File: src/pkg/ssx_consts.svh
`ifndef SSX_CONSTS_SVH
`define SSX_CONSTS_SVH

// ****************************************************************
// opcode match masks
// ****************************************************************
`define SSX_M_FULL       8'hff
`define SSX_M_REG        8'hf8
`define SSX_M_PTR        8'hfe

// ****************************************************************
// opcode patterns
// ****************************************************************
`define SSX_OPC_SUBW_REG 8'h98
`define SSX_OPC_SUBW_DIR 8'h95
`define SSX_OPC_SUBW_IND 8'h96
`define SSX_OPC_SUBW_IMM 8'h94
`define SSX_OPC_NSWAP    8'hc4
`define SSX_OPC_BXCG_REG 8'hc8
`define SSX_OPC_BXCG_DIR 8'hc5
`define SSX_OPC_BXCG_IND 8'hc6
`define SSX_OPC_DXCG_IND 8'hd6
`define SSX_OPC_XOR_REG  8'h68
`define SSX_OPC_XOR_DIR  8'h65
`define SSX_OPC_XOR_IND  8'h66
`define SSX_OPC_XOR_IMM  8'h64
`define SSX_OPC_XORM_ACC 8'h62
`define SSX_OPC_XORM_IMM 8'h63

// ****************************************************************
// field positions, reset values, lengths and cycle counts
// ****************************************************************
`define SSX_RSEL_MSB     2
`define SSX_PSEL_BIT     0
`define SSX_ACC_RST      8'h00
`define SSX_FLAG_RST     1'b0
`define SSX_LEN_1        2'h1
`define SSX_LEN_2        2'h2
`define SSX_LEN_3        2'h3
`define SSX_CYC_1        2'h1
`define SSX_CYC_2        2'h2

`endif

File: src/pkg/ssx_pkg.sv
`default_nettype none

package ssx_pkg;

  // ****************************************************************
  // enumerations
  // ****************************************************************
  typedef enum logic [1:0] {SP_NONE, SP_REG, SP_DIR, SP_IND} ssx_space_e;
  typedef enum logic [1:0] {SRC_MEM, SRC_ARG1, SRC_ARG2, SRC_ACC} ssx_src_e;
  typedef enum logic [2:0] {
    OP_NONE, OP_SUB_BORROW, OP_NIB_SWAP, OP_BYTE_XCG,
    OP_DIGIT_XCG, OP_XOR_ACC, OP_XOR_MEM
  } ssx_op_e;

  // ****************************************************************
  // carriers
  // ****************************************************************
  typedef struct packed {
    logic [7:0] opcode;
    logic [7:0] arg1;
    logic [7:0] arg2;
  } ssx_issue_s;

  typedef struct packed {
    logic       legal;
    ssx_op_e    op;
    ssx_space_e space;
    ssx_src_e   src;
    logic [7:0] addr;
    logic [1:0] len;
    logic [1:0] cyc;
  } ssx_dec_s;

  typedef struct packed {
    logic       valid;
    ssx_space_e space;
    logic [7:0] addr;
  } ssx_rd_s;

  typedef struct packed {
    logic       valid;
    ssx_space_e space;
    logic [7:0] addr;
    logic [7:0] data;
  } ssx_wr_s;

  typedef struct packed {
    logic [7:0] pins;
    logic [7:0] latch;
    logic       is_port;
  } ssx_rsp_s;

  typedef struct packed {
    logic       acc_en;
    logic [7:0] acc;
    logic       psw_en;
    logic       cy;
    logic       ac;
    logic       ov;
  } ssx_ld_s;

endpackage

`default_nettype wire

File: src/ssx_decode.sv
`include "ssx_consts.svh"
`default_nettype none

module ssx_decode
  import ssx_pkg::*;
(
  input  wire logic [7:0] opcode,
  input  wire logic [7:0] arg1,
  output ssx_dec_s        dec
);

  // ****************************************************************
  // helpers
  // ****************************************************************
  function automatic logic hit(input logic [7:0] opc, input logic [7:0] pat,
                               input logic [7:0] msk);
    hit = ((opc & msk) == pat);
  endfunction

  function automatic ssx_dec_s mk(input ssx_op_e op, input ssx_space_e sp,
                                  input ssx_src_e src, input logic [7:0] addr,
                                  input logic [1:0] len, input logic [1:0] cyc);
    mk = '{legal: 1'b1, op: op, space: sp, src: src, addr: addr, len: len, cyc: cyc};
  endfunction

  // ****************************************************************
  // operand location from low opcode bits
  // ****************************************************************
  logic [7:0] reg_addr;
  logic [7:0] ptr_addr;
  assign reg_addr = {5'h0, opcode[`SSX_RSEL_MSB:0]};
  assign ptr_addr = {7'h0, opcode[`SSX_PSEL_BIT]};

  // ****************************************************************
  // opcode table
  // ****************************************************************
  assign dec =
    hit(opcode, `SSX_OPC_SUBW_REG, `SSX_M_REG) ?
      mk(OP_SUB_BORROW, SP_REG, SRC_MEM, reg_addr, `SSX_LEN_1, `SSX_CYC_1) :
    hit(opcode, `SSX_OPC_SUBW_DIR, `SSX_M_FULL) ?
      mk(OP_SUB_BORROW, SP_DIR, SRC_MEM, arg1, `SSX_LEN_2, `SSX_CYC_1) :
    hit(opcode, `SSX_OPC_SUBW_IND, `SSX_M_PTR) ?
      mk(OP_SUB_BORROW, SP_IND, SRC_MEM, ptr_addr, `SSX_LEN_1, `SSX_CYC_1) :
    hit(opcode, `SSX_OPC_SUBW_IMM, `SSX_M_FULL) ?
      mk(OP_SUB_BORROW, SP_NONE, SRC_ARG1, 8'h00, `SSX_LEN_2, `SSX_CYC_1) :
    hit(opcode, `SSX_OPC_NSWAP, `SSX_M_FULL) ?
      mk(OP_NIB_SWAP, SP_NONE, SRC_ACC, 8'h00, `SSX_LEN_1, `SSX_CYC_1) :
    hit(opcode, `SSX_OPC_BXCG_REG, `SSX_M_REG) ?
      mk(OP_BYTE_XCG, SP_REG, SRC_MEM, reg_addr, `SSX_LEN_1, `SSX_CYC_1) :
    hit(opcode, `SSX_OPC_BXCG_DIR, `SSX_M_FULL) ?
      mk(OP_BYTE_XCG, SP_DIR, SRC_MEM, arg1, `SSX_LEN_2, `SSX_CYC_1) :
    hit(opcode, `SSX_OPC_BXCG_IND, `SSX_M_PTR) ?
      mk(OP_BYTE_XCG, SP_IND, SRC_MEM, ptr_addr, `SSX_LEN_1, `SSX_CYC_1) :
    hit(opcode, `SSX_OPC_DXCG_IND, `SSX_M_PTR) ?
      mk(OP_DIGIT_XCG, SP_IND, SRC_MEM, ptr_addr, `SSX_LEN_1, `SSX_CYC_1) :
    hit(opcode, `SSX_OPC_XOR_REG, `SSX_M_REG) ?
      mk(OP_XOR_ACC, SP_REG, SRC_MEM, reg_addr, `SSX_LEN_1, `SSX_CYC_1) :
    hit(opcode, `SSX_OPC_XOR_DIR, `SSX_M_FULL) ?
      mk(OP_XOR_ACC, SP_DIR, SRC_MEM, arg1, `SSX_LEN_2, `SSX_CYC_1) :
    hit(opcode, `SSX_OPC_XOR_IND, `SSX_M_PTR) ?
      mk(OP_XOR_ACC, SP_IND, SRC_MEM, ptr_addr, `SSX_LEN_1, `SSX_CYC_1) :
    hit(opcode, `SSX_OPC_XOR_IMM, `SSX_M_FULL) ?
      mk(OP_XOR_ACC, SP_NONE, SRC_ARG1, 8'h00, `SSX_LEN_2, `SSX_CYC_1) :
    hit(opcode, `SSX_OPC_XORM_ACC, `SSX_M_FULL) ?
      mk(OP_XOR_MEM, SP_DIR, SRC_ACC, arg1, `SSX_LEN_2, `SSX_CYC_1) :
    hit(opcode, `SSX_OPC_XORM_IMM, `SSX_M_FULL) ?
      mk(OP_XOR_MEM, SP_DIR, SRC_ARG2, arg1, `SSX_LEN_3, `SSX_CYC_2) :
    '0;

endmodule // ssx_decode

`default_nettype wire

File: src/ssx_alu.sv
`default_nettype none

module ssx_alu
  import ssx_pkg::*;
(
  input  wire ssx_op_e    op,
  input  wire logic [7:0] acc,
  input  wire logic [7:0] opnd,
  input  wire logic [7:0] mem,
  input  wire logic       cy,
  input  wire logic       ac,
  input  wire logic       ov,
  output logic [7:0]      acc_res,
  output logic [7:0]      mem_res,
  output logic            cy_res,
  output logic            ac_res,
  output logic            ov_res
);

  // ****************************************************************
  // subtract with borrow in, borrow out in bit 8
  // ****************************************************************
  function automatic logic [8:0] sub9(input logic [7:0] a, input logic [7:0] b,
                                     input logic c);
    sub9 = {1'b0, a} - {1'b0, b} - {8'h00, c};
  endfunction

  logic [8:0] d_full;
  logic [8:0] d_low;
  logic [8:0] d_sev;
  assign d_full = sub9(acc, opnd, cy);
  assign d_low  = sub9({4'h0, acc[3:0]}, {4'h0, opnd[3:0]}, cy);
  assign d_sev  = sub9({1'b0, acc[6:0]}, {1'b0, opnd[6:0]}, cy);

  // ****************************************************************
  // result selection
  // ****************************************************************
  logic is_sub;
  assign is_sub  = (op == OP_SUB_BORROW);
  assign cy_res  = is_sub ? d_full[8] : cy;
  assign ac_res  = is_sub ? d_low[4] : ac;
  assign ov_res  = is_sub ? (d_sev[7] ^ d_full[8]) : ov;
  assign acc_res =
    is_sub                ? d_full[7:0] :
    (op == OP_NIB_SWAP)   ? {acc[3:0], acc[7:4]} :
    (op == OP_BYTE_XCG)   ? mem :
    (op == OP_DIGIT_XCG)  ? {acc[7:4], mem[3:0]} :
    (op == OP_XOR_ACC)    ? (acc ^ opnd) :
    acc;
  assign mem_res =
    (op == OP_BYTE_XCG)   ? acc :
    (op == OP_DIGIT_XCG)  ? {mem[7:4], acc[3:0]} :
    (op == OP_XOR_MEM)    ? (mem ^ opnd) :
    mem;

endmodule // ssx_alu

`default_nettype wire

File: src/ssx_exec.sv
`include "ssx_consts.svh"
`default_nettype none

// Behaviour
// - subtract source and carry from accumulator
// - carry set on borrow out of bit 7
// - aux carry set on borrow from bit 3
// - overflow is borrow6 xor borrow7
// - subtract source: register, direct, indirect, immediate
// - subtract opcodes 98-9f, 95, 96-97, 94
// - nibble swap, flags kept, opcode c4
// - byte exchange swaps accumulator and operand
// - byte exchange opcodes c8-cf, c5 and c6-c7
// - digit exchange swaps low nibbles only
// - exclusive-or into destination, flags kept
// - six exclusive-or operand combinations
// - port read-modify-write uses output latch
// - xor into accumulator opcodes 68-6f, 65, 66-67, 64
// - xor accumulator into direct, opcode 62
// - xor immediate into direct, 63, two cycles
module ssx_exec
  import ssx_pkg::*;
(
  input  wire logic       clk,
  input  wire logic       arst_n,
  input  wire logic       issue_valid,
  input  wire ssx_issue_s issue,
  output logic            issue_ready,
  output logic            issue_err,
  output var ssx_rd_s     rd,
  input  wire ssx_rsp_s   rsp,
  output var ssx_wr_s     wr,
  input  wire ssx_ld_s    ld,
  output logic [7:0]      acc,
  output logic            carry_flag,
  output logic            aux_carry_flag,
  output logic            overflow_flag,
  output logic            done,
  output logic [1:0]      done_len
);

  // ****************************************************************
  // state and registers
  // ****************************************************************
  typedef enum logic [1:0] {ST_IDLE, ST_READ, ST_EXEC, ST_HOLD} ssx_state_e;

  ssx_state_e state_reg;
  ssx_state_e state_next;
  ssx_issue_s ins_reg;
  ssx_issue_s ins_next;
  ssx_dec_s   dec_reg;
  ssx_dec_s   dec_next;
  ssx_rd_s    rd_reg;
  ssx_rd_s    rd_next;
  ssx_wr_s    wr_reg;
  ssx_wr_s    wr_next;
  logic [7:0] acc_reg;
  logic [7:0] acc_next;
  logic       carry_flag_reg;
  logic       carry_flag_next;
  logic       aux_carry_flag_reg;
  logic       aux_carry_flag_next;
  logic       overflow_flag_reg;
  logic       overflow_flag_next;
  logic [7:0] hold_reg;
  logic [7:0] hold_next;
  logic       ready_reg;
  logic       ready_next;
  logic       err_reg;
  logic       err_next;
  logic       done_reg;
  logic       done_next;
  logic [1:0] len_reg;
  logic [1:0] len_next;

  // ****************************************************************
  // decode of the offered instruction
  // ****************************************************************
  ssx_dec_s dec_in;

  ssx_decode u_decode (
    .opcode (issue.opcode),
    .arg1   (issue.arg1),
    .dec    (dec_in)
  );

  // request handshake
  logic take;
  logic take_ok;
  logic needs_read;
  assign take       = issue_valid & ready_reg;
  assign take_ok    = take & dec_in.legal;
  assign needs_read = (dec_in.space != SP_NONE);              // operand location read

  // ****************************************************************
  // operand selection
  // ****************************************************************
  logic       exec_now;
  logic       one_cyc;
  logic       rmw_dst;
  logic [7:0] mem_val;
  logic [7:0] opnd;

  assign exec_now = (state_reg == ST_EXEC);
  assign one_cyc  = (dec_reg.cyc == `SSX_CYC_1);
  // xor into a location is the read-modify-write case
  assign rmw_dst  = (dec_reg.op == OP_XOR_MEM);
  assign mem_val  = (rmw_dst && rsp.is_port) ? rsp.latch : rsp.pins;

  // source by addressing combination
  assign opnd =
    (dec_reg.src == SRC_ARG1) ? ins_reg.arg1 :
    (dec_reg.src == SRC_ARG2) ? ins_reg.arg2 :
    (dec_reg.src == SRC_ACC)  ? acc_reg :
    mem_val;

  // ****************************************************************
  // arithmetic and logic
  // ****************************************************************
  logic [7:0] alu_acc;
  logic [7:0] alu_mem;
  logic       alu_cy;
  logic       alu_ac;
  logic       alu_ov;

  ssx_alu u_alu (
    .op      (dec_reg.op),
    .acc     (acc_reg),
    .opnd    (opnd),
    .mem     (mem_val),
    .cy      (carry_flag_reg),
    .ac      (aux_carry_flag_reg),
    .ov      (overflow_flag_reg),
    .acc_res (alu_acc),
    .mem_res (alu_mem),
    .cy_res  (alu_cy),
    .ac_res  (alu_ac),
    .ov_res  (alu_ov)
  );

  // ****************************************************************
  // sequencer
  // ****************************************************************
  // one-byte and two-byte ops execute in one cycle, 63 in two
  always_comb begin
    state_next = state_reg;
    unique case (state_reg)
      ST_IDLE: begin
        if (take_ok) begin
          state_next = needs_read ? ST_READ : ST_EXEC;
        end
      end
      ST_READ: begin
        state_next = ST_EXEC;
      end
      ST_EXEC: begin
        state_next = one_cyc ? ST_IDLE : ST_HOLD;
      end
      ST_HOLD: begin
        state_next = ST_IDLE;
      end
    endcase
  end

  // ****************************************************************
  // next values
  // ****************************************************************
  logic writes;
  logic finish;
  assign writes = (dec_reg.op == OP_BYTE_XCG) || (dec_reg.op == OP_DIGIT_XCG) || rmw_dst;
  assign finish = (exec_now && one_cyc) || (state_reg == ST_HOLD);

  // latch the instruction when taken
  assign ins_next = take_ok ? issue : ins_reg;
  assign dec_next = take_ok ? dec_in : dec_reg;

  // operand read request, one cycle pulse
  assign rd_next = '{valid: take_ok && needs_read,
                     space: dec_in.space,
                     addr:  dec_in.addr};

  // accumulator and flags; execution wins over a core load
  assign acc_next = exec_now  ? alu_acc :
                    ld.acc_en ? ld.acc : acc_reg;
  assign carry_flag_next     = exec_now ? alu_cy :
                               ld.psw_en ? ld.cy : carry_flag_reg;
  assign aux_carry_flag_next = exec_now ? alu_ac :
                               ld.psw_en ? ld.ac : aux_carry_flag_reg;
  assign overflow_flag_next  = exec_now ? alu_ov :
                               ld.psw_en ? ld.ov : overflow_flag_reg;

  // result parked for the second cycle of the three-byte xor
  assign hold_next = exec_now ? alu_mem : hold_reg;

  // location write, one cycle pulse
  assign wr_next = '{valid: (exec_now && one_cyc && writes) || (state_reg == ST_HOLD),
                     space: dec_reg.space,
                     addr:  dec_reg.addr,
                     data:  (state_reg == ST_HOLD) ? hold_reg : alu_mem};

  // status
  assign done_next  = finish;
  assign len_next   = finish ? dec_reg.len : 2'h0;
  assign err_next   = take && !dec_in.legal;
  assign ready_next = (state_next == ST_IDLE);

  // ****************************************************************
  // flip-flops
  // ****************************************************************
  // sequencing state
  always_ff @(posedge clk or negedge arst_n) begin
    if (!arst_n) begin
      state_reg <= ST_IDLE;
      ins_reg   <= '0;
      dec_reg   <= '0;
      hold_reg  <= 8'h00;
    end else begin
      state_reg <= state_next;
      ins_reg   <= ins_next;
      dec_reg   <= dec_next;
      hold_reg  <= hold_next;
    end
  end

  // architectural state
  always_ff @(posedge clk or negedge arst_n) begin
    if (!arst_n) begin
      acc_reg            <= `SSX_ACC_RST;
      carry_flag_reg     <= `SSX_FLAG_RST;
      aux_carry_flag_reg <= `SSX_FLAG_RST;
      overflow_flag_reg  <= `SSX_FLAG_RST;
    end else begin
      acc_reg            <= acc_next;
      carry_flag_reg     <= carry_flag_next;
      aux_carry_flag_reg <= aux_carry_flag_next;
      overflow_flag_reg  <= overflow_flag_next;
    end
  end

  // port-side strobes
  always_ff @(posedge clk or negedge arst_n) begin
    if (!arst_n) begin
      rd_reg    <= '0;
      wr_reg    <= '0;
      ready_reg <= 1'b0;
      err_reg   <= 1'b0;
      done_reg  <= 1'b0;
      len_reg   <= 2'h0;
    end else begin
      rd_reg    <= rd_next;
      wr_reg    <= wr_next;
      ready_reg <= ready_next;
      err_reg   <= err_next;
      done_reg  <= done_next;
      len_reg   <= len_next;
    end
  end

  // outputs
  assign issue_ready    = ready_reg;
  assign issue_err      = err_reg;
  assign rd             = rd_reg;
  assign wr             = wr_reg;
  assign acc            = acc_reg;
  assign carry_flag     = carry_flag_reg;
  assign aux_carry_flag = aux_carry_flag_reg;
  assign overflow_flag  = overflow_flag_reg;
  assign done           = done_reg;
  assign done_len       = len_reg;

  // ****************************************************************
  // checks
  // ****************************************************************
  // independent reference values
  logic       sub_now;
  logic [7:0] ref_diff;
  logic       ref_b7;
  logic       ref_b3;
  logic       ref_b6;
  assign sub_now  = exec_now && (dec_reg.op == OP_SUB_BORROW);
  assign ref_diff = acc_reg - opnd - {7'h00, carry_flag_reg};
  assign ref_b7   = {1'b0, acc_reg} < ({1'b0, opnd} + {8'h00, carry_flag_reg});
  assign ref_b3   = {1'b0, acc_reg[3:0]} < ({1'b0, opnd[3:0]} + {4'h0, carry_flag_reg});
  assign ref_b6   = {1'b0, acc_reg[6:0]} < ({1'b0, opnd[6:0]} + {7'h00, carry_flag_reg});

  property p_sub_result;
    @(posedge clk) disable iff (!arst_n)
      sub_now |=> (acc_reg == $past(ref_diff)) && done_reg;
  endproperty
  a_sub_result: assert property (p_sub_result)
    else $error("subtract result wrong");

  property p_sub_carry;
    @(posedge clk) disable iff (!arst_n)
      sub_now |=> carry_flag_reg == $past(ref_b7);
  endproperty
  a_sub_carry: assert property (p_sub_carry)
    else $error("subtract carry wrong");

  property p_sub_aux;
    @(posedge clk) disable iff (!arst_n)
      sub_now |=> aux_carry_flag_reg == $past(ref_b3);
  endproperty
  a_sub_aux: assert property (p_sub_aux)
    else $error("subtract aux carry wrong");

  property p_sub_ovf;
    @(posedge clk) disable iff (!arst_n)
      sub_now |=> overflow_flag_reg == ($past(ref_b6) ^ $past(ref_b7));
  endproperty
  a_sub_ovf: assert property (p_sub_ovf)
    else $error("subtract overflow wrong");

  property p_swap;
    @(posedge clk) disable iff (!arst_n)
      (exec_now && dec_reg.op == OP_NIB_SWAP) |=>
        (acc_reg == {$past(acc_reg[3:0]), $past(acc_reg[7:4])}) && $stable(carry_flag_reg);
  endproperty
  a_swap: assert property (p_swap)
    else $error("nibble swap wrong");

  property p_bxcg;
    @(posedge clk) disable iff (!arst_n)
      (exec_now && dec_reg.op == OP_BYTE_XCG) |=>
        (acc_reg == $past(rsp.pins)) && wr_reg.valid && (wr_reg.data == $past(acc_reg));
  endproperty
  a_bxcg: assert property (p_bxcg)
    else $error("byte exchange wrong");

  property p_dxcg;
    @(posedge clk) disable iff (!arst_n)
      (exec_now && dec_reg.op == OP_DIGIT_XCG) |=>
        (acc_reg[7:4] == $past(acc_reg[7:4])) && (wr_reg.data[3:0] == $past(acc_reg[3:0]));
  endproperty
  a_dxcg: assert property (p_dxcg)
    else $error("digit exchange wrong");

  property p_xor_flags;
    @(posedge clk) disable iff (!arst_n)
      (exec_now && dec_reg.op == OP_XOR_ACC) |=>
        (acc_reg == ($past(acc_reg) ^ $past(opnd))) && $stable(overflow_flag_reg);
  endproperty
  a_xor_flags: assert property (p_xor_flags)
    else $error("xor into accumulator wrong");

  property p_port_latch;
    @(posedge clk) disable iff (!arst_n)
      (exec_now && rmw_dst && one_cyc && rsp.is_port) |=>
        wr_reg.data == ($past(rsp.latch) ^ $past(acc_reg));
  endproperty
  a_port_latch: assert property (p_port_latch)
    else $error("port update not from latch");

  property p_three_byte;
    @(posedge clk) disable iff (!arst_n)
      (take && issue.opcode == `SSX_OPC_XORM_IMM) |=>
        !done_reg [*3] ##1 (done_reg && wr_reg.valid && done_len == `SSX_LEN_3);
  endproperty
  a_three_byte: assert property (p_three_byte)
    else $error("three byte xor timing wrong");

  property p_reg_sel;
    @(posedge clk) disable iff (!arst_n)
      (take && (issue.opcode & `SSX_M_REG) == `SSX_OPC_XOR_REG) |=>
        rd_reg.valid && (rd_reg.space == SP_REG) && (rd_reg.addr == {5'h0, $past(issue.opcode[2:0])});
  endproperty
  a_reg_sel: assert property (p_reg_sel)
    else $error("working register select wrong");

endmodule // ssx_exec

`default_nettype wire

File: config.mk
export PLATFORM = sky130hd
export DESIGN_NAME = ssx_exec
export DESIGN_NICKNAME = d
export VERILOG_FILES = /design/src/pkg/ssx_pkg.sv /design/src/ssx_decode.sv /design/src/ssx_alu.sv /design/src/ssx_exec.sv
export VERILOG_INCLUDE_DIRS = /design/src /design/src/pkg
export SDC_FILE = /design/constraint.sdc
export NUM_CORES = 1
export LEC_CHECK = 0
export ABC_CLOCK_PERIOD_IN_PS = 8790
export BUFFER_PORTS_ARGS = -buffer_cell sky130_fd_sc_hd__buf_2
export CELL_PAD_IN_SITES_DETAIL_PLACEMENT = 2
export CELL_PAD_IN_SITES_GLOBAL_PLACEMENT = 2
export CORE_MARGIN = 2
export CORE_UTILIZATION = 37
export CTS_CLUSTER_SIZE = 40
export DETAILED_ROUTE_END_ITERATION = 12
export GPL_ROUTABILITY_DRIVEN = 0
export GPL_TIMING_DRIVEN = 0
export PLACE_DENSITY = 0.95
export REMOVE_ABC_BUFFERS = 1
export SYNTH_ARGS = -nofsm -noshare
export SYNTH_HDL_FRONTEND = slang
export SYNTH_SLANG_ARGS = --single-unit
File: constraint.sdc
create_clock -name clk -period 8.79 [get_ports clk]
set_input_delay 0.879 -clock clk [delete_from_list [all_inputs] [get_ports clk]]
set_output_delay 0.879 -clock clk [all_outputs]
set_load 0.01 [all_outputs]
# [Yosys cells after proc, flatten, opt, wreduce, memory -nomap -nowiden]
# Index checks and enable logic that the tools add are counted.
[op_classes] n_addsub=6 n_mul=0 div=0 magnitude_cmp=0 n_eq_ne=32 shifts=0 muxes=44 n_bitwise=5 n_reduce_logical=18
[op_table] cell="20-bit 2-to-1 mux" n=15
[op_table] cell="8-bit 2-to-1 mux" n=15
[op_table] cell="8-bit by 7-bit equality test with 1-bit output, second input constant" n=4
[op_table] cell="8-bit equality test, second input constant" n=4
[op_table] cell="7-bit equality test, second input constant" n=3
[op_table] cell="8-bit XOR" n=2
[op_table] cell="5-bit equality test, second input constant" n=2
[op_table] cell="3-bit equality test, second input constant" n=3
[op_table] cell="1-bit 2-to-1 mux" n=9
[op_table] cell="8-bit by 8-bit subtractor with 9-bit output" n=1
[op_table] cell="9-bit by 1-bit subtractor with 9-bit output" n=1
[op_table] cell="2-bit equality test, second input constant" n=4
[op_table] cell="2-bit 2-to-1 mux" n=4
[op_table] cell="2-bit one-hot mux with 4 select lines" n=1
[op_table] cell="7-bit by 7-bit subtractor with 8-bit output" n=1
[op_table] cell="8-bit by 1-bit subtractor with 8-bit output" n=1
[op_table] cell="7-bit by 6-bit equality test with 1-bit output, second input constant" n=1
[op_table] cell="2-bit by 1-bit equality test with 1-bit output, second input constant" n=3
[op_table] cell="3-bit by 2-bit equality test with 1-bit output, second input constant" n=2
[op_table] cell="6-bit by 1-bit != test with 1-bit output, second input constant" n=1
[op_table] cell="2-bit nonzero test" n=3
[op_table] cell="5-bit by 4-bit equality test with 1-bit output, second input constant" n=1
[op_table] cell="1-bit logical AND" n=5
[op_table] cell="5-bit by 1-bit != test with 1-bit output, second input constant" n=1
[op_table] cell="12 further kinds" n=18
[totals] regBits=91 latch_bits=0 mem_bits_rw=0 mem_bits_ro=0 input_bits=57 out_inout_bits=46 word_cells=131 memories=0

# [Depth between registers and ports, before layout]
# Gate-level depths: netlist of the first run.
[logic_depth] word_depth=21 mapped_depth=14 mapped_depth_nobuf=13

# [By module]
# From an unflattened synthesis of the first run, not the netlist that was laid out.
[hier_totals] cells_unflattened=528 hier_area_um2=5552.8
[modules_own_cells] mod="ssx_exec" n_inst=1 cells_per_inst=224 area_each_um2=3539.6 seq_area_each_um2=2277.2
[modules_own_cells] mod="ssx_alu" n_inst=1 cells_per_inst=217 area_each_um2=1410.1 seq_area_each_um2=0.0
[modules_own_cells] mod="ssx_decode" n_inst=1 cells_per_inst=87 area_each_um2=603.1 seq_area_each_um2=0.0

# [Worst setup path after synthesis of the first run]
# Ideal clock, no wire load.
[synth_timing] path_kind="input -> register" from="input rsp[0] (netlist name)" to="register overflow_flag_reg, in the netlist overflow_flag" setup_ns=0.131 t_arrival_ns=3.641 t_required_ns=8.659 setup_slack_ns=5.018 path_stages=13 n_path_buf=0 cell_sequence="nand4b_4 > mux2_2 > mux4_2 > inv_1 > fa_1 > inv_1 > fa_1 > a21boi_0 > o22ai_1 > or4_1 > nand3_1 > xnor2_1 > o211ai_1"
[synth_between] elab_chain_len=10 elab_cells_between_ends=12 classes_between="add/sub: 4; mux: 6; bitwise: 1; reduce/logical: 1"
[synth_lines] item="start: declaration" line="ssx_exec.sv:31" source="input wire ssx_rsp_s rsp,"
[synth_lines] item="1-bit logical AND *" line="ssx_exec.sv:108" source="assign mem_val = (rmw_dst && rsp.is_port) ? rsp.latch : rsp.pins;"
[synth_lines] item="8-bit 2-to-1 mux *" line="ssx_exec.sv:108"
[synth_lines] item="8-bit 2-to-1 mux *" line="ssx_exec.sv:114" source="(dec_reg.src == SRC_ACC) ? acc_reg :"
[synth_lines] item="8-bit 2-to-1 mux *" line="ssx_exec.sv:113" source="(dec_reg.src == SRC_ARG2) ? ins_reg.arg2 :"
[synth_lines] item="8-bit 2-to-1 mux *" line="ssx_exec.sv:112" source="(dec_reg.src == SRC_ARG1) ? ins_reg.arg1 :"
[synth_lines] item="8-bit by 8-bit subtractor with 9-bit output or 7-bit by 7-bit subtractor with 8-bit output (tied branches)" line="ssx_alu.sv:25" source="sub9 = {1'b0, a} - {1'b0, b} - {8'h00, c};"
[synth_lines] item="9-bit by 1-bit subtractor with 9-bit output or 8-bit by 1-bit subtractor with 8-bit output (tied branches)" line="ssx_alu.sv:25"
[synth_lines] item="1-bit XOR *" line="ssx_alu.sv:42" source="assign ov_res = is_sub ? (d_sev[7] ^ d_full[8]) : ov;"
[synth_lines] item="1-bit 2-to-1 mux *" line="ssx_alu.sv:42"
[synth_lines] item="1-bit 2-to-1 mux *" line="ssx_exec.sv:189" source="assign overflow_flag_next = exec_now ? alu_ov :"
[synth_lines] item="end signal: assignment" line="ssx_exec.sv:231" source="overflow_flag_reg <= `SSX_FLAG_RST;"
[synth_lines] item="end signal: assignment" line="ssx_exec.sv:236" source="overflow_flag_reg <= overflow_flag_next;"
[synth_lines] item="end: declaration" line="ssx_exec.sv:63" source="logic overflow_flag_reg;"
# Mark *: on every way between the ends. The rest lies on a longest branch, timed or not. The select of a mux whose other input is x is not followed.
# A chain may end at the register's enable or synchronous reset.

# [Final worst setup path of the first run]
[layout_timing] from="register dec_reg[17] (netlist name)" to="register acc_reg[6], in the netlist acc[6]"
[layout_between] elab_chain_len=13 elab_cells_between_ends=23 classes_between="add/sub: 2; eq/ne: 8; mux: 10; bitwise: 1; reduce/logical: 2"
[layout_lines] item="start: declaration" line="ssx_exec.sv:51" source="ssx_dec_s dec_reg;"
[layout_lines] item="start signal: assignment" line="ssx_exec.sv:220" source="dec_reg <= dec_next;"
[layout_lines] item="branches (longest 13 deep; another with 8-bit by 8-bit subtractor with 9-bit output)"
[layout_lines] item="end signal: assignment" line="ssx_exec.sv:228" source="acc_reg <= `SSX_ACC_RST;"
[layout_lines] item="end signal: assignment" line="ssx_exec.sv:233" source="acc_reg <= acc_next;"
[layout_lines] item="end: declaration" line="ssx_exec.sv:57" source="logic [7:0] acc_reg;"
# Parallel ways; which one is timed is not known. The select of a mux whose other input is x is not followed.

==> out/qor.yml, run 1 <==
outcome:
  status: "finished, final reports clean"
timing:
  fin_crit_sh_pct: 52.7
  final.setup_skew_ns: 0.0125
  fin_crit_ns: 4.63
  worst_pin_slew_ns: 1.09
  fmax_mhz: 216
  hold_violations: 0
  slew_headroom_pct: 27.5
  setup_tns_ns: 0
  hold_ws_ns: 0.371
  setup_viol: 0
  slew_violations: 0
  rsz0062_at_grt: "no"
clock_network:
  cts-resized-gates: 0
  cts_buffer_depth: 2
  worstSkewPairLatency_ns: 0.36
  htreeDepth: 3
  root_buffer: "clkbuf_16"
  path_clk_slew_ns: 0.08
  postCtsHoldBufs: 0
  numClockSinks: 91
  cts-buffers-inserted: 9
  cts_setup_buffers: 0
  cts_tree: "built"
logic_synthesis:
  yosys.area.top_type: "dfrtp_1"
  syn-instance-count: 575
  seq_area_frac_synth_pct: 42.3
  netlist_top_cells_area: "dfrtp_1 42%, mux2_2 6.7%, o21ai_0 5.1%"
  synth_cell_type_count: 62
  syn-cell-area_sq_um: 5390
  yosysTopAreaCellShare_pct: 42.3
  yosysMostFrequentCell: "dfrtp_1"
  synthTopCellsByCount: "91 x dfrtp_1, 55 x o21ai_0, 48 x a21oi_1, 45 x nor2_1, 42 x nand2_1"
  async_reset_ff_share_pct: 100
  avgSynthCellArea_sq_um: 9.37
  synth_edf_count: 0
  ys_ff_latch: 91
  ys_warn_count: 0
  ys.flop_type: "dfrtp_1"
power:
  vdd_drop_max_uv: 172
  leakage_nw: 2.96
  p_per_area_nw_per_um2: 359
grt:
  grtUsageTotal_pct: 25.0
  grt_max_degree: 48
  grt_pass1_vias: 5585
  grt_pass1_wl_um: 30800
  grt_antenna_before_repair: 0
  grt_overflow: 0
die:
  row_count: 44
  die_x_um: 125
  die_area_sq_um: 15500
  pin_count: 103
  core_sq_um: 14400
  die_h_um: 125
  start_util_pct: 37.5
route:
  ant_nets: 0
  avgRoutedWirePerCell_um: 22.7
  drt_first_iter_violations: 269
  avgViaCountPerCell: 5.91
  drc: 0
  drtPass1Iterations: 4
  finalWirelength_um: 19200
  num_vias: 4995
worst_setup_path:
  critical_path_class: "flop to flop"
  critPathCaptureType: "flop"
  cp_top_family: "multiplexers"
  critPathBufInv: 2
  required_ns: 9.04
  crit_chain: "nand4b_4 > mux2_2 > mux4_2 > inv_1 > fa_1 > inv_1 > fa_1 > a21boi_0 > o22ai_1 > xnor2_1 > nor3_1 > o32a_1 > mux2_2"
  slowest_delay_ns: 1.06
  worstPathMaxFanout: 32
  crit_path_start_kind: "flop"
  slowest_stage: "dfrtp_1"
  arrival_ns: 4.88
finish:
  drive_above_1_share_pct: 24.7
  finalNetCount: 729
  syn2layout_area_growth_pct: 18.0
  antenna_cells: 0
  fillCellCount: 1541
  multiInputGateArea_sq_um: 2850
  seqCellArea_sq_um: 2280
placed_design:
  hpwlAfterDp_um: 14300
  io_buffers: 102
run:
  drv_cap: 0
worst_hold_path:
  hold_path_class: "flop to flop"
[metal layers]
layer | track usage, % | share of wire (%) | routed length [um] | vias to the layer above
li1 | - | - | - | 2259
met1 | 29.4 | 41 | 7770 | 2545
met2 | 44.5 | 52 | 9890 | 157
met3 | 5.03 | 4.9 | 934 | 34
met4 | 10.6 | 3.0 | 569 | 0
met5 | 0 | 0 | 0 | -
[worst register-to-register path, cell delays in order (launching register included)]
cell and delay [ns]:
dfrtp_1 1.06, nand4b_4 0.35, mux2_2 0.42, mux4_2 0.54
inv_1 0.11, fa_1 0.20, inv_1 0.06, fa_1 0.40
a21boi_0 0.31, o22ai_1 0.20, xnor2_1 0.19, nor3_1 0.08
o32a_1 0.34, mux2_2 0.27
[worst paths after layout]
path | cells past startpoint | startpoint | to | slack (ns)
worst max-delay path | 13 | dec_reg[17]$_DFFE_PN0N_ | acc[6]$_DFFE_PN0P_ | 4.16
worst max register to register | 13 | dec_reg[17]$_DFFE_PN0N_ | acc[6]$_DFFE_PN0P_ | 4.16
min in group asynchronous | 1 | arst_n | acc[7]$_DFFE_PN0P_ | 0.53
worst min register to register | 0 | dec_reg[15]$_DFFE_PN0N_ | wr[17]$_DFF_PN0_ | 0.37
worst min-delay path | 0 | dec_reg[15]$_DFFE_PN0N_ | wr[17]$_DFF_PN0_ | 0.37
max in group asynchronous | 2 | arst_n | wr[7]$_DFF_PN0_ | 7.60
[metrics by stage]
step           utilization, %  instances  instance area [sq um]  power (mW)  setup WS (ns)
2_1_floorplan               -        542                   5250        1.41           5.01
3_3_place_gp             41.7        828                   5990        1.71           4.40
3_5_place_dp             41.9        829                   6020        1.82           4.20
4_1_cts                  44.2        845                   6350        2.29           4.19
5_1_grt                  44.2        845                   6360        2.43           3.97
6_report                 44.2        845                   6360        2.28           4.16
[report_power, final]
group / internal [mW] / switching, mW / total (mW)
clock network: 0.256 / 0.188 / 0.444
logic: 0.453 / 0.663 / 1.12
registers: 0.549 / 0.175 / 0.724
total: 1.26 / 1.03 / 2.28
[cells in the final DEF (no fill, tap or decap), types with 12 or more instances in the layout]
master   instances
buf_2          101
mux2_2          32
dfrtp_1         91
inv_1           35
o21ai_0         55
nand2_1         42
ha_1            14
o22ai_1         12
a21oi_1         48
mux2i_1         13
nor2_1          45
[cell families after synthesis]
logic type | after synthesis | share of synthesized area, %
xor gates and xnor gates | 11 | 1.79
and+or+nand+nor | 151 | 14.3
AOI/OAI and AO/OA | 189 | 22.3
DFF | 91 | 42.3
muxes | 49 | 10.4
adders and majority gates | 16 | 3.99
buffers and inverters | 68 | 4.97
[area by class of cell]
class                   count  share of cell area [%]
multi-input cells         416                    44.8
repair buffers            103                    8.50
clock inverters             7                    1.67
flip-flops and latches     91                    35.8
well taps                 184                    3.62
clock buffers               9                    3.54
inverters                  35                    2.07
(Power assumes the default switching activity.)
==> run 2, diff against run 1 <==
ABC_CLOCK_PERIOD_IN_PS = 4200   (was 8790)
CORE_UTILIZATION = 31   (was 37)
PLACE_DENSITY = 0.88   (was 0.95)
clock period = 4.2 ns   (was 8.79 ns; I/O delays follow)
==> run 2 against run 1 <==
  * Global-route usage shrank 3.3 points
  * Sequential share of layout area shrank 0.50 points
  * Critical path type unchanged
  * Setup slack lost 3.9 ns
  * Non-clock buffer count grew 6
  * Largest cell class unchanged
  * Critical endpoint is now acc[5]$_DFFE_PN0P_
  * Core utilization shrank 6.4 points
  * Largest power group unchanged
  * Clock-buffer cell count is the same
  * Register-to-register slack lost 3.9 ns
  * Clock power grew 100%
  * First-iteration DRC count shrank 22%
  * Cell count grew 5.7%
  * Total power grew 110%
==> out/qor.yml, run 2 (synthesis results as in run 1) <==
die:
  core_sq_um: 17100  # +19%
  pin_count: 103  # unchanged
  start_util_pct: 31.5  # -6.0 points
  die_x_um: 136  # +9.0%
  die_h_um: 136  # +9.0%
  row_count: 48  # +9.1%
  die_area_sq_um: 18400  # +19%
clock_network:
  cts-buffers-inserted: 9  # unchanged
  numClockSinks: 91  # unchanged
  htreeDepth: 3  # unchanged
  cts_buffer_depth: 2  # unchanged
  path_clk_slew_ns: 0.08  # about the same
  worstSkewPairLatency_ns: 0.36  # about the same
  root_buffer: "clkbuf_16"
  cts_tree: "built"
timing:
  setup_viol: 0  # unchanged
  worst_pin_slew_ns: 1.05  # -0.0423 ns
  slew_headroom_pct: 30.2  # +2.7 points
  hold_ws_ns: 0.294  # -0.0764 ns
  fmax_mhz: 251  # +16%
  final.setup_skew_ns: 0.0159  # +0.00340 ns
  fin_crit_sh_pct: 95.0  # +42 points
  rsz0062_at_grt: "no"
  fin_crit_ns: 3.99  # -0.641 ns
  hold_violations: 0  # unchanged
  slew_violations: 0  # unchanged
placed_design:
  io_buffers: 102  # unchanged
  hpwlAfterDp_um: 14300  # about the same
power:
  power_mw: 4.79  # +110%
  p_per_area_nw_per_um2: 739  # +110%
  vdd_drop_max_uv: 259  # +50%
  leakage_nw: 2.98  # +0.69%
grt:
  use_met3_pct: 3.99  # -1.0 points
  grt_pass1_wl_um: 31000  # +0.45%
  grtUsageTotal_pct: 21.7  # -3.3 points
  use_met1_pct: 26.0  # -3.4 points
  grt-busiest-layer: "met2"
  grt_pass1_vias: 5640  # +0.98%
  grt_overflow: 0  # unchanged
  grt_antenna_before_repair: 1  # +1
  grt_max_degree: 67  # +40%
  gr-usage-met2_pct: 38.5  # -6.0 points
worst_setup_path:
  worstPathMaxFanout: 21  # -34%
  r2r_slack_ns: 0.21  # -3.95 ns
  cp_top_family: "multiplexers"
  slowest_delay_ns: 0.59  # -0.47 ns
  crit_path_start_kind: "flop"
  required_ns: 4.45  # -4.59 ns
  crit_chain: "nand4b_4 > mux2_2 > mux4_2 > inv_1 > fa_1 > inv_1 > ha_1 > o21ai_0 > a22oi_1 > xnor2_1 > nor3_1 > o32a_1 > mux2_2"
  critPathBufInv: 2  # unchanged
  startpoint: "dec_reg[16]$_DFFE_PN0N_"
  slowest_stage: "dfrtp_4"
  r2r-start: "dec_reg[16]$_DFFE_PN0N_"
  critPathCaptureType: "flop"
  arrival_ns: 4.24  # -0.64 ns
  critical_path_class: "flop to flop"
route:
  num_vias: 5008  # +0.26%
  ant_nets: 0  # unchanged
  drc: 0  # unchanged
  drt_first_iter_violations: 210  # -22%
  avgRoutedWirePerCell_um: 21.6  # -4.7%
  drtPass1Iterations: 4  # unchanged
  avgViaCountPerCell: 5.61  # -5.1%
  finalWirelength_um: 19300  # +0.71%
worst_hold_path:
  hp-start: "issue[2]"
  hold_path_class: "primary input to flop"
finish:
  layout_common_cells: "101 x buf_2, 88 x dfrtp_1, 55 x o21ai_0"
  syn2layout_area_growth_pct: 20.2
  finalNetCount: 735  # +0.82%
  seqCellArea_sq_um: 2290  # +0.49%
  final_common_cell: "buf_2"
  fillCellCount: 1923  # +25%
  drive_above_1_share_pct: 25.6  # +0.98 points
  multiInputGateArea_sq_um: 2850  # +0.13%
outcome:
  status: "finished, final reports clean"
run:
  drv_cap: 0  # unchanged
run 2: cell types whose count changed in the layout (fill, tap and decap cells not counted), sizes merged:
cell / before / now
dlygate4sd3: 0 / 1
diode: 0 / 1
clkinv: 0 / 4
buf: 103 / 108
inv: 40 / 37
bufinv: 2 / 1
run 2: final cells by class:
class                           count  share of cell area (%)
Tap cell                          225                    4.35
Antenna cell                        1                  0.0386
Clock inverter                      7                    1.66
Timing Repair Buffer              109                    9.14
Sequential cell                    91                    35.3
Clock buffer                        9                    3.48
Inverter                           35                    2.03
Multi-Input combinational cell    416                    44.0
run 2: worst paths after layout:
path / end / depth (start not counted)
worst max-delay path: acc[5]$_DFFE_PN0P_ / 13
worst min-delay path: ins_reg[2]$_DFFE_PN0N_ / 2
worst max register to register: acc[5]$_DFFE_PN0P_ / 13
worst min register to register: wr[14]$_DFF_PN0_ / 0
max in group asynchronous: dec_reg[17]$_DFFE_PN0N_ / 3
min in group asynchronous: dec_reg[4]$_DFFE_PN0N_ / 2
run 2: power by group:
group / internal (mW) / total (mW) / switching [mW]
registers: 1.16 / 1.51 / 0.347
clock network: 0.485 / 0.905 / 0.420
logic: 0.977 / 2.37 / 1.40
run 2: metrics by stage:
stage               cells  setup slack (ns)  cell area (sq um)  util (%)  setup TNS, ns
floorplan             542             0.462               5250         -              0
global placement      869            -0.205               6040      35.3         -0.730
detailed placement    871            -0.341               6080      35.5          -1.64
CTS                   888            0.0156               6430      37.6              0
global route          892            0.0665               6470      37.8              0
finish                893             0.209               6480      37.8              0
run 2: metal layers:
metal | up-vias | wire length [um]
met2 | 139 | 9980
li1 | 2274 | -
met1 | 2564 | 8020
met3 | 31 | 883
met5 | - | 0
met4 | 0 | 412
run 2: timing repair:
item,CTS,global route
endpoints found under the setup margin,7,7
hold endpoints to repair,24,0
buffers inserted,0,4
hold buffers,1,0
resized for setup,3,4
==> run 3, diff against run 2 <==
REMOVE_ABC_BUFFERS = unset   (was 1)
==> run 3 against run 2 <==
  * Sequential power is 7% lower
  * Fmax is 0.14% lower
  * Die area stayed put
  * Cell count is 2.8% higher
  * Setup slack worse by 0.0057 ns
  * Register-to-register slack hardly changed
  * Sequential cell count stayed put
  * Clock-buffer cell count is 1 higher
  * Sequential share of layout area is 0.32 points lower
  * Combinational power is 5% higher
  * Non-clock buffer count is 26 higher
  * Critical endpoint is now acc[6]$_DFFE_PN0P_
==> out/qor.yml, run 3 (synthesis results as in run 1) <==
die:
  die_area_sq_um: 18400  # unchanged
  die_h_um: 136  # unchanged
  pin_count: 103  # unchanged
  core_sq_um: 17100  # unchanged
  row_count: 48  # unchanged
  start_util_pct: 31.5  # unchanged
  die_x_um: 136  # unchanged
route:
  ant_nets: 0  # unchanged
  drt_first_iter_violations: 213  # +1.4%
  num_vias: 5084  # +1.5%
  avgViaCountPerCell: 5.54  # -1.2%
  finalWirelength_um: 20000  # +3.5%
  drtPass1Iterations: 4  # unchanged
  avgRoutedWirePerCell_um: 21.8  # +0.70%
  drc: 0  # unchanged
clock_network:
  cts-resized-gates: 0  # -3
  htreeDepth: 3  # unchanged
  cts-buffers-inserted: 9  # unchanged
  postCtsHoldBufs: 0  # -1
  numClockSinks: 91  # unchanged
  worstSkewPairLatency_ns: 0.35  # about the same
  cts_setup_buffers: 0  # unchanged
  path_clk_slew_ns: 0.08  # about the same
  cts_tree: "built"
  root_buffer: "clkbuf_16"
  cts_buffer_depth: 2  # unchanged
finish:
  finalNetCount: 761  # +3.5%
  syn2layout_area_growth_pct: 20.7
  antenna_cells: 0  # -1
  final_common_cell: "buf_2"
  final_core_util_pct: 38.0  # +0.15 points
  drive_above_1_share_pct: 24.1  # -1.5 points
  finalInstanceArea_sq_um: 6500  # +0.41%
  layout_common_cells: "104 x buf_2, 91 x dfrtp_1, 55 x o21ai_0"
worst_setup_path:
  crit_path_start_kind: "flop"
  arrival_ns: 4.24  # about the same
  crit_chain: "nand4b_4 > mux2_2 > mux4_2 > inv_1 > fa_1 > inv_1 > fa_1 > a21boi_0 > o22ai_1 > xnor2_1 > nor3_1 > o32a_1 > mux2_2"
  worstPathMaxFanout: 8  # -62%
  required_ns: 4.44  # about the same
  slowest_stage: "mux4_2"
  critical_path_class: "flop to flop"
  slowest_delay_ns: 0.53  # -0.06 ns
  critPathCaptureType: "flop"
timing:
  fin_crit_ns: 4.00  # +0.00574 ns
  setup_tns_ns: 0  # unchanged
  fmax_mhz: 250  # -0.14%
  slew_violations: 0  # unchanged
  setup_viol: 0  # unchanged
  hold_violations: 0  # unchanged
  slew_headroom_pct: 49.1  # +19 points
  fin_crit_sh_pct: 95.2  # +0.14 points
  rsz0062_at_grt: "no"
  worst_pin_slew_ns: 0.764  # -0.281 ns
  hold_ws_ns: 0.0786  # -0.216 ns
  final.setup_skew_ns: 0.0101  # -0.00589 ns
grt:
  grt_max_degree: 49  # -27%
  grt_antenna_before_repair: 0  # -1
  grt_overflow: 0  # unchanged
  grt_pass1_wl_um: 32000  # +3.4%
  grt_pass1_vias: 5756  # +2.1%
  grtUsageTotal_pct: 22.6  # +0.87 points
worst_hold_path:
  hold_path_class: "primary input to async pin"
power:
  p_per_area_nw_per_um2: 730  # -1.2%
  leakage_nw: 3.00  # +0.57%
  vdd_drop_max_uv: 221  # -15%
  power_mw: 4.75  # -0.82%
logic_synthesis:
  syn_nets: 648
run:
  drv_cap: 0  # unchanged
placed_design:
  placed_area_sq_um: 6200  # +2.0%
  io_buffers: 101  # -0.98%
  hpwlAfterDp_um: 15700  # +9.9%
outcome:
  status: "finished, final reports clean"
==> run 3: cell count changes in the layout (fill, tap and decap cells not counted), sizes merged <==
| cell | change |
|---|---|
| clkbuf | +26 |
| clkinv | -4 |
| inv | +4 |
| buf | +2 |
| bufinv | -1 |
| diode | -1 |
| dlygate4sd3 | -1 |
==> run 3: through the flow <==
| stage | std cells | worst slack [ns] |
|---|---|---|
| after floorplan | 575 | 0.867 |
| after global placement | 901 | 0.379 |
| after detailed placement | 902 | 0.141 |
| after CTS | 918 | 0.228 |
| after global routing | 918 | 0.0335 |
| final | 918 | 0.203 |
==> run 3: worst max-delay path: cells and delay by family, from the launching register on <==
family	cells	cell delay (ns)
flops	1	0.46
mux	3	1.17
fa+ha+maj	2	0.62
buf+inv	2	0.17
simple gates	2	0.33
xor+xnor	1	0.22
compound gates	3	0.90
==> run 3: area by class of cell <==
class / count / area (sq um)
clock inverter: 6 / 60.1
timing repair buffer: 102 / 536
tap: 225 / 282
inverter: 35 / 131
multi-input combinational: 416 / 2840
sequential: 91 / 2280
fill: 1915 / 10600
clock buffer: 10 / 239
buffer: 33 / 136
==> run 3: layer usage <==
metal | up-vias | GRT usage [%] | share of wire [%]
li1 | 2318 | - | -
met1 | 2586 | 27.6 | 42
met2 | 137 | 39.2 | 50
met3 | 43 | 3.77 | 4.3
met4 | 0 | 9.55 | 3.7
met5 | - | 0 | 0
==> run 3: path summary, 6_finish.rpt <==
check                                         end  slack (ns)  cells after the start               startpoint
hold reg to reg                  wr[12]$_DFF_PN0_        0.38                      0   dec_reg[8]$_DFFE_PN0N_
setup / recovery               acc[6]$_DFFE_PN0P_        0.20                     13  dec_reg[18]$_DFFE_PN0N_
min in group clk           ins_reg[4]$_DFFE_PN0N_        0.30                      2                 issue[4]
max in group asynchronous      acc[1]$_DFFE_PN0P_        3.48                      2                   arst_n
hold / removal                    rd[8]$_DFF_PN0_        0.08                      1                   arst_n
setup reg to reg               acc[6]$_DFFE_PN0P_        0.20                     13  dec_reg[18]$_DFFE_PN0N_
==> run 3: where the power goes <==
| part | switching [mW] | total [mW] | internal (mW) |
|---|---|---|---|
| sequential | 0.252 | 1.40 | 1.15 |
| combinational | 1.52 | 2.50 | 0.979 |
| clock | 0.401 | 0.839 | 0.438 |
| total | 2.18 | 4.75 | 2.57 |
